[config.mk]
export PLATFORM = sky130hd
export DESIGN_NAME = pll_cal_ctrl
export DESIGN_NICKNAME = d
export VERILOG_FILES = /design/src/pll_cal_pkg.sv /design/src/pll_cal_ctrl.sv
export SDC_FILE = /design/constraint.sdc
export NUM_CORES = 1
export LEC_CHECK = 0
export BUFFER_PORTS_ARGS = -buffer_cell sky130_fd_sc_hd__buf_2
export CORE_MARGIN = 1
export CORE_UTILIZATION = 40
export CTS_CLUSTER_SIZE = 30
export DETAILED_ROUTE_END_ITERATION = 6
export PLACE_DENSITY_LB_ADDON = 0.1
export SLEW_MARGIN = 10
export SYNTH_ARGS = -nofsm -noshare
export SYNTH_HDL_FRONTEND = slang
export SYNTH_SLANG_ARGS = --single-unit
[constraint.sdc]
create_clock -name pclk -period 3 [get_ports pclk]
set_clock_uncertainty 0.1 [all_clocks]
set_input_delay 0.15 -clock pclk [delete_from_list [all_inputs] [get_ports pclk]]
set_output_delay 0.15 -clock pclk [all_outputs]
set_load 0.1 [all_outputs]
[src/pll_cal_pkg.sv]
// constants, field layouts and types for the pll calibration control block
// assumes a 32-bit apb master and a core clock that is the reference clock
// Function
// RULE_01: trigger bit rising edge starts calibration; resets zero
// RULE_02: store-both writes A and B, else selected set
// RULE_03: wait field selects run length in periods
// RULE_04: software should program wait field to code 3
// RULE_05: dac iteration starts at seed plus one
// RULE_06: ignore retrigger while running; idle after duration
package pll_cal_pkg;
    // register indexes; byte address is four times the index
    localparam logic [7:0] CAL_CTRL_IDX = 8'h1B;
    localparam logic [7:0] FSET_SEL_IDX = 8'h3D;
    localparam logic [7:0] CAL_STAT_IDX = 8'h3E;
    localparam logic [9:0] CAL_CTRL_ADDR = {CAL_CTRL_IDX, 2'b00};
    localparam logic [9:0] FSET_SEL_ADDR = {FSET_SEL_IDX, 2'b00};
    localparam logic [9:0] CAL_STAT_ADDR = {CAL_STAT_IDX, 2'b00};
    // field positions of the calibration control register
    localparam int START_BIT = 7;
    localparam int DUAL_BIT = 6;
    localparam int WAIT_LSB = 4;
    localparam int RSVD_BIT = 3;
    localparam int SEED_LSB = 0;
    // reset values
    localparam logic [7:0] CAL_CTRL_RST = 8'h05;
    localparam logic FSET_SEL_RST = 1'b0;
    // run lengths in reference-clock periods
    localparam int WAIT0_PERIODS = 90000;
    localparam int WAIT1_PERIODS = 110000;
    localparam int WAIT2_PERIODS = 130000;
    localparam int WAIT3_PERIODS = 200000;
    // core clock is the reference clock, one cycle per period
    localparam int CYC_PER_REF = 1;
    localparam int WAIT0_CYC = WAIT0_PERIODS * CYC_PER_REF;
    localparam int WAIT1_CYC = WAIT1_PERIODS * CYC_PER_REF;
    localparam int WAIT2_CYC = WAIT2_PERIODS * CYC_PER_REF;
    localparam int WAIT3_CYC = WAIT3_PERIODS * CYC_PER_REF;
    localparam int CNT_W = 18;

    typedef struct packed {
        logic start;
        logic dual;
        logic [1:0] wait_sel;
        logic rsvd;
        logic [2:0] seed;
    } cal_ctrl_t;

    typedef struct packed {
        logic store_a;
        logic store_b;
    } store_t;

    typedef enum logic [0:0] {
        ST_IDLE = 1'b0,
        ST_RUN = 1'b1
    } cal_state_t;
endpackage

[src/pll_cal_ctrl.sv]
// pll calibration control: apb register, trigger edge, timed run, result routing
// assumes apb master per amba apb; analog pll consumes dac start and store strobes
`timescale 1ns/1ps
module pll_cal_ctrl
    import pll_cal_pkg::*;
#(
    parameter int WAIT0 = WAIT0_CYC,
    parameter int WAIT1 = WAIT1_CYC,
    parameter int WAIT2 = WAIT2_CYC,
    parameter int WAIT3 = WAIT3_CYC
) (
    input wire logic pclk,
    input wire logic presetn,
    input wire logic psel,
    input wire logic penable,
    input wire logic pwrite,
    input wire logic [9:0] paddr,
    input wire logic [31:0] pwdata,
    output logic [31:0] prdata,
    output logic pready,
    output logic pslverr,
    output logic cal_active,
    output logic [3:0] dac_start_val,
    output logic store_a,
    output logic store_b
);
    logic [31:0] prdata_q;
    logic pready_q;
    logic pslverr_q;
    cal_ctrl_t ctrl_q;
    logic fset_sel_q;
    logic start_prev_q;
    cal_state_t state_q;
    cal_state_t state_d;
    logic [CNT_W-1:0] cnt_q;
    logic [CNT_W-1:0] cnt_d;
    logic [3:0] dac_q;
    logic dual_q;
    logic sel_q;
    store_t store_q;
    store_t store_d;

    function automatic logic [CNT_W-1:0] run_len(input logic [1:0] code);
        case (code)
            2'h0: run_len = CNT_W'(WAIT0);
            2'h1: run_len = CNT_W'(WAIT1);
            2'h2: run_len = CNT_W'(WAIT2);
            default: run_len = CNT_W'(WAIT3);
        endcase
    endfunction

    // apb decode
    wire logic access = psel & penable & ~pready_q;
    wire logic done_xfer = psel & penable & pready_q;
    wire logic hit_ctrl = paddr == CAL_CTRL_ADDR;
    wire logic hit_fsel = paddr == FSET_SEL_ADDR;
    wire logic hit_stat = paddr == CAL_STAT_ADDR;
    wire logic mapped = hit_ctrl | hit_fsel | hit_stat;
    wire logic wr_ctrl = done_xfer & pwrite & hit_ctrl;
    wire logic wr_fsel = done_xfer & pwrite & hit_fsel;
    wire logic [7:0] ctrl_rd = {ctrl_q.start, ctrl_q.dual, ctrl_q.wait_sel, 1'b0, ctrl_q.seed};
    wire logic [31:0] rd_mux = hit_ctrl ? {24'h000000, ctrl_rd} :
                               hit_fsel ? {31'h00000000, fset_sel_q} :
                               hit_stat ? {29'h00000000, sel_q, dual_q, state_q == ST_RUN} :
                               32'h00000000;

    // RULE_01: trigger edge detect
    wire logic trig_rise = ctrl_q.start & ~start_prev_q;
    wire logic cal_end = (state_q == ST_RUN) && (cnt_q == '0);

    always_ff @(posedge pclk or negedge presetn) begin
        if (!presetn) begin
            pready_q <= 1'b0;
            pslverr_q <= 1'b0;
            prdata_q <= 32'h00000000;
        end else begin
            pready_q <= access;
            pslverr_q <= access & ~mapped;
            prdata_q <= (access & ~pwrite) ? rd_mux : 32'h00000000;
        end
    end

    // RULE_01: start bit resets to zero
    always_ff @(posedge pclk or negedge presetn) begin
        if (!presetn) begin
            ctrl_q <= cal_ctrl_t'(CAL_CTRL_RST);
            fset_sel_q <= FSET_SEL_RST;
            start_prev_q <= 1'b0;
        end else begin
            if (wr_ctrl) begin
                ctrl_q <= cal_ctrl_t'({pwdata[7:4], 1'b0, pwdata[2:0]});
            end
            if (wr_fsel) begin
                fset_sel_q <= pwdata[0];
            end
            start_prev_q <= ctrl_q.start;
        end
    end

    // RULE_06: retrigger ignored while running
    always_comb begin
        state_d = state_q;
        cnt_d = cnt_q;
        store_d = '0;
        case (state_q)
            ST_IDLE: begin
                if (trig_rise) begin
                    state_d = ST_RUN;
                    // RULE_03: load selected duration
                    cnt_d = run_len(ctrl_q.wait_sel) - CNT_W'(1);
                end
            end
            ST_RUN: begin
                if (cal_end) begin
                    // RULE_06: back to idle
                    state_d = ST_IDLE;
                    // RULE_02: route results to sets
                    store_d.store_a = dual_q | ~sel_q;
                    store_d.store_b = dual_q | sel_q;
                end else begin
                    cnt_d = cnt_q - CNT_W'(1);
                end
            end
            default: begin
                state_d = ST_IDLE;
            end
        endcase
    end

    always_ff @(posedge pclk or negedge presetn) begin
        if (!presetn) begin
            state_q <= ST_IDLE;
            cnt_q <= '0;
            store_q <= '0;
            dac_q <= 4'h0;
            dual_q <= 1'b0;
            sel_q <= 1'b0;
        end else begin
            state_q <= state_d;
            cnt_q <= cnt_d;
            store_q <= store_d;
            if (state_q == ST_IDLE && trig_rise) begin
                // RULE_05: dac start is seed plus one
                dac_q <= {1'b0, ctrl_q.seed} + 4'h1;
                dual_q <= ctrl_q.dual;
                sel_q <= fset_sel_q;
            end
        end
    end

    assign prdata = prdata_q;
    assign pready = pready_q;
    assign pslverr = pslverr_q;
    assign cal_active = state_q == ST_RUN;
    assign dac_start_val = dac_q;
    assign store_a = store_q.store_a;
    assign store_b = store_q.store_b;

    // helper: cycles spent running
    logic [CNT_W-1:0] run_cnt_q;
    logic [CNT_W-1:0] exp_len_q;
    always_ff @(posedge pclk or negedge presetn) begin
        if (!presetn) begin
            run_cnt_q <= '0;
            exp_len_q <= '0;
        end else begin
            if (state_q == ST_IDLE && trig_rise) begin
                run_cnt_q <= '0;
                exp_len_q <= run_len(ctrl_q.wait_sel);
            end else if (state_q == ST_RUN) begin
                run_cnt_q <= run_cnt_q + CNT_W'(1);
            end
        end
    end

    // RULE_01: edge starts run
    chk_edge_starts_run: assert property (@(posedge pclk) disable iff (!presetn) // RULE_01
        (state_q == ST_IDLE && trig_rise) |=> cal_active ##1 cal_active)
        else $error("trigger edge did not start calibration");

    // RULE_02: store routing
    chk_store_routing: assert property (@(posedge pclk) disable iff (!presetn) // RULE_02
        $fell(cal_active) |-> (store_a == (dual_q | ~sel_q)) && (store_b == (dual_q | sel_q))
            && (store_a | store_b))
        else $error("results routed to wrong frequency set");

    // RULE_03: run length exact
    chk_run_duration: assert property (@(posedge pclk) disable iff (!presetn) // RULE_03
        $fell(cal_active) |-> run_cnt_q == exp_len_q)
        else $error("calibration run length wrong");

    // RULE_05: dac start value
    chk_dac_seed: assert property (@(posedge pclk) disable iff (!presetn) // RULE_05
        $rose(cal_active) |-> dac_start_val == {1'b0, $past(ctrl_q.seed)} + 4'h1)
        else $error("dac start value is not seed plus one");

    // RULE_06: retrigger ignored
    chk_no_retrigger: assert property (@(posedge pclk) disable iff (!presetn) // RULE_06
        (cal_active && trig_rise && cnt_q != '0) |=> cal_active && $stable(dac_start_val)
            && cnt_q == $past(cnt_q) - CNT_W'(1))
        else $error("retrigger disturbed running calibration");

    // RULE_01: no run without an edge
    chk_no_level_start: assert property (@(posedge pclk) disable iff (!presetn) // RULE_01
        (state_q == ST_IDLE && !trig_rise) |=> !cal_active)
        else $error("calibration started without a trigger edge");

    // RULE_06: run end gives idle and strobe
    chk_end_strobe: assert property (@(posedge pclk) disable iff (!presetn) // RULE_06
        cal_end |=> !cal_active && (store_a || store_b))
        else $error("run end did not return to idle with a store strobe");

    // RULE_02: store strobes last one cycle
    chk_store_pulse: assert property (@(posedge pclk) disable iff (!presetn) // RULE_02
        (store_a || store_b) |=> !(store_a || store_b))
        else $error("store strobe held for more than one cycle");

    cov_dual_store: cover property (@(posedge pclk) disable iff (!presetn)
        store_a && store_b);
    cov_single_b: cover property (@(posedge pclk) disable iff (!presetn)
        store_b && !store_a);
    cov_retrigger: cover property (@(posedge pclk) disable iff (!presetn)
        cal_active && trig_rise);
    cov_single_a: cover property (@(posedge pclk) disable iff (!presetn)
        store_a && !store_b);
    cov_seed_max: cover property (@(posedge pclk) disable iff (!presetn)
        $rose(cal_active) && dac_start_val == 4'h8);
endmodule

* Word-level counts from Yosys, hierarchy flattened
Cells that the tools add are included.
** Storage, ports and cells
- Register bits :: 46
- Output and inout port bits :: 41
- Input port bits :: 47
- Memories :: 0
- Memory bits (read-only) :: 0
- Memory bits (writable) :: 0
- Bits in latches :: 0
** Operators by class
- Eq/ne operators :: 7
- Multiply operators :: 0
- Order comparisons :: 0
- $add $sub $neg :: 3
- Shift-type cells :: 0
- Reduce and logical (&&, ||, !) cells :: 5
- Bitwise logic cells :: 19
- Muxes and demuxes :: 15
- Div/mod/pow operators :: 0
** Operators with widths (count)
- 2-to-1 mux 18 bit :: 4
- case mux 18 bit (3 select lines) :: 1
- case mux 18 bit (2 select lines) :: 1
- subtractor 18 x 1 -> 18 bit (second input constant) :: 2
- == test 10 x 8 -> 1 bit (second input constant) :: 2
- zero test 18 bit :: 1
- 2-to-1 mux 8 bit :: 2
- == test 10 x 7 -> 1 bit (second input constant) :: 1
- AND 1 bit :: 9
- 2-to-1 mux 3 bit :: 2
- inverter 1 bit :: 6
- adder 3 x 1 -> 4 bit (second input constant) :: 1
- 2-to-1 mux 2 bit :: 2
- inequality test 2 bit (second input constant) :: 2
- bitwise OR 1 bit :: 4
- == test 2 x 1 -> 1 bit (second input constant) :: 1
- == test 2 bit (second input constant) :: 1
- logical AND 1 bit :: 2
- zero test 2 bit :: 1
- 2-to-1 mux 1 bit :: 2
- case mux 1 bit (2 select lines) :: 1
- AND reduction 2 bit :: 1

* Longest topological paths before layout
- Depth after elaboration :: 7
- Depth in mapped cells :: 9
- Mapped depth without buffers :: 6

* Least setup slack after synthesis
Ideal clock, no wire load.
- Path type :: flip-flop to flip-flop
- Start point :: register state_q (netlist: cal_active)
- End point :: register cnt_q[6]
- Slack :: 0.157 ns
- Required time :: 2.777 ns
- Data arrival time :: 2.621 ns
- Cell stages (with the launch flop) :: 10
- Period minus slack after synthesis :: 2.843 ns
- Buffers on the path :: 3
- Path through :: dfrtp_1 -> buf_4 -> clkbuf_1 -> buf_1 -> nand2_1 -> ha_1 -> o21ai_0 -> nor2_1 -> xnor2_1 -> o221a_2
** Between the ends
- Cells in the longest elaborated chain, start to end :: 3
- Elaborated cells on any way between the ends :: 6
** Ends and longest elaborated chain
- start: declaration :: RTL line pll_cal_ctrl.sv:33 : cal_state_t state_q;
- start signal: assignment :: RTL line pll_cal_ctrl.sv:139 : state_q <= state_d;
- logical AND 1 bit / inverter 1 bit (equally long branches)
- inequality test 2 bit (no line)
- AND reduction 2 bit (no line)
- end signal: assignment :: RTL line pll_cal_ctrl.sv:140 : cnt_q <= cnt_d;
- end: declaration :: RTL line pll_cal_ctrl.sv:35 : logic [CNT_W-1:0] cnt_q;
Several ways; a longest one is shown, not always the timed one.
A chain may end at the register's enable or synchronous reset.

* Worst setup path in the final report
- Start point :: register cnt_q[15]
- End point :: register cnt_q[13]
** Between the ends
- Cells in the longest elaborated chain, start to end :: 4
** Ends and longest elaborated chain
- zero test 18 bit :: RTL line pll_cal_ctrl.sv:69 : wire logic cal_end = (state_q == ST_RUN) && (cnt_q == '0);
- logical AND 1 bit :: RTL line pll_cal_ctrl.sv:69
- inequality test 2 bit (no line)
- AND reduction 2 bit (no line)
Every way passes these cells.

==> impl_metrics.toml <==
[logic_synthesis]
syn_avg_cell_area_um2 = 9.85
synth_seq_cells = 45
synth_flop_cell = "dfrtp_1"
yosys.area_share.xor_xnor_pct = 4.75
yosysUniqueCellTypes = 58
async_flop_share_pct = 100
synth_compound_area_share_pct = 10.9
synth_top_family_by_area = "simple AND/OR/NAND/NOR gates"
synthSimpleGateAreaFrac_pct = 22.7
syn-instance-count = 262
synthMuxAreaShare_pct = 4.70
syn_area_um2 = 2580
yosysWarnings = 0
synthAdderAreaFrac_pct = 3.39
synth_edf_count = 0
synth_seq_area_share_pct = 43.7

[clock_tree]
clockRootBuffer = "clkbuf_8"
cts_setup_buffers = 0
htreeDepth = 2
numCtsBuffers = 5
cts_sinks = 45
path_clk_slew_ns = 0.09
cts_hold_buf = 8
cts_resized = 0
cts_buffer_depth = 2
cts_tree = "yes"
insertion_delay_ns = 0.30

[place]
dpl_cell_area_um2 = 2740
dp_slack_ns = 0.786
hpwl_um = 3840
place_congestion = 0.804
placed_cells = 368
io_buffers = 37

[setup_path]
path_max_fanout = 10
max_stage_delay_ns = 0.52
crit_chain = "or3_4 -> nor3_4 -> and3b_1 -> nor3_2 -> a221o_1"
crit_buf_inv = 0
critical_path.top_delay_family = "simple AND/OR/NAND/NOR gates"
cp-start-kind = "flop"
arrival_ns = 2.33
crit_required_ns = 3.09
cp_slowest_cell = "and3b_1"
worst_setup_path_end_kind = "flop"
critPathKind = "reg2reg"

[timing]
rsz0062_at_grt = "false"
worstMarginPinSlew_ns = 1.00
hold_violations = 0
fmax_mhz = 447
fin_crit_ns = 2.24
slew_viol_final = 0
setup-violations-final = 0
setup_tns_ns = 0
slew_headroom_pct = 33.2
layout_worst_path_cycle_share_pct = 74.5
fin_ws_ns = 0.764

[drt]
num_vias = 1961
drtIter0Drc = 86
drt_wl_total_um = 5430
wl_per_cell_um = 14.1
vias_per_cell = 5.11
ant_nets = 0
drc_errors = 0
firstDrtPassIters = 4

[grt]
grt_max_degree = 46
antenna_found_initial = 0
grt_overflow = 0
grt_use_total_pct = 17.3
grt_pass1_wl_um = 8580
grt_pass1_vias = 1707

[cells_and_area]
regArea_um2 = 1130
layout.cells.non_filler = 384
antenna_cells = 0
stdcell_area_um2 = 2940
multi_input_area_um2 = 1290
nNetsFinal = 362
synthToLayoutAreaGrowth_pct = 13.8
nFillCells = 591
drive_gt1_share_pct = 23.6

[floorplan]
start_util_pct = 42.6
fp-row-count = 28
core_area_um2 = 6060
die-height_um = 82.3
die_area_um2 = 6780
die_w_um = 82.3
pin_count = 88

[worst_hold_path]
hold_path_class = "in2reg"

[pwr]
ir_worst_vdd_mv = 0.304
power_density_nw_per_um2 = 555
p_total_mw = 1.63
p_leak_nw = 1.40

[run_status]
outcome = "complete, no violations"

[job]
max_cap_viol_count = 0
-- final timing paths --
path	startpoint	depth (start not counted)	slack, ns	endpoint
max in group asynchronous	presetn	2	1.72	ctrl_q[1]$_DFFE_PN0P_
min reg2reg	ctrl_q[7]$_DFFE_PN0P_	0	0.37	start_prev_q$_DFF_PN0_
min	penable	3	0.04	pready$_DFF_PN0_
min in group asynchronous	presetn	2	0.45	start_prev_q$_DFF_PN0_
max reg2reg	cnt_q[15]$_DFFE_PN0P_	5	0.76	cnt_q[13]$_DFFE_PN0P_
max	cnt_q[15]$_DFFE_PN0P_	5	0.76	cnt_q[13]$_DFFE_PN0P_
-- sequential cells by signal, summed over array words and instances, names as in the netlist --
signal and count:
start_prev_q 1, cal_active 1, cnt_q 18, store_a 1
pready 1, fset_sel_q 1, pslverr 1, prdata 7
store_b 1, dual_q 1, sel_q 1, ctrl_q 7
dac_start_val 4
-- report_power, final --
part,switching (mW),leakage (nW),internal [mW]
logic,0.289,0.737,0.133
clock network,0.220,0.0543,0.249
registers,0.0784,0.605,0.661
total,0.588,1.40,1.04
-- metrics by stage --
step / hold WS [ns] / utilization [%]
floorplan: -0.246 / -
global placement: 0.284 / 45.2
detailed placement: 0.286 / 45.2
CTS: 0.0322 / 48.5
global route: 0.0578 / 48.5
finish: 0.0380 / 48.5
-- area by class of cell --
cell class,count,share of cell area [%]
Clock inverter,3,1.58
Timing Repair Buffer,48,9.80
Inverter,5,0.639
Clock buffer,5,2.34
Tap cell,75,3.20
Sequential cell,45,38.4
Multi-Input combinational cell,203,44.0
-- cell families (layout without fill, tap and decap cells) --
| logic type | count (synthesis) | after routing |
|---|---|---|
| AND/OR/NAND/NOR | 106 | 106 |
| other | 1 | 25 |
| adder cells (fa/ha/maj) | 7 | 7 |
| multiplexers | 11 | 11 |
| AO/OA/AOI/OAI | 40 | 40 |
| XOR/XNOR | 14 | 14 |
| buffers and inverters | 38 | 61 |
| flip-flops | 45 | 45 |
-- synth_stat cells (3+ instances only) --
cell,number,area share (%)
clkbuf_1,3,0.44
mux2_2,9,3.9
inv_1,4,0.58
a21oi_1,6,1.2
xnor2_1,12,4.1
buf_4,26,7.6
nand4_1,3,0.73
nor2_1,26,3.8
o21ai_0,13,2.5
ha_1,7,3.4
nor3_1,8,1.6
dfrtp_1,43,42
nand3_1,5,0.97
and3_1,6,1.5
nand2_1,32,4.7
-- placed cells by master, fill, tap and decap left out, drive strengths merged, types with 7 or more instances in the layout --
cell | synthesis | final
dfrtp | 43 | 43
buf | 30 | 40
nand2 | 32 | 32
nor2 | 26 | 26
conb | 1 | 25
o21ai | 13 | 13
xnor2 | 12 | 12
nor3 | 11 | 11
mux2 | 9 | 9
dlygate4sd3 | 0 | 8
ha | 7 | 7
-- tightest hold or removal path, cell delays in order --
cell and delay, ns:
buf_2 0.09, nand2_1 0.09, nor2_1 0.07
-- metal layers --
layer | vias up | GRT usage, % | share of wire [%]
met5 | - | 0 | 0
met4 | 0 | 6.32 | 1.3
met3 | 6 | 3.52 | 4.3
met2 | 48 | 26.8 | 45
met1 | 937 | 23.8 | 50
li1 | 970 | - | -
(Power assumes the default switching activity.)
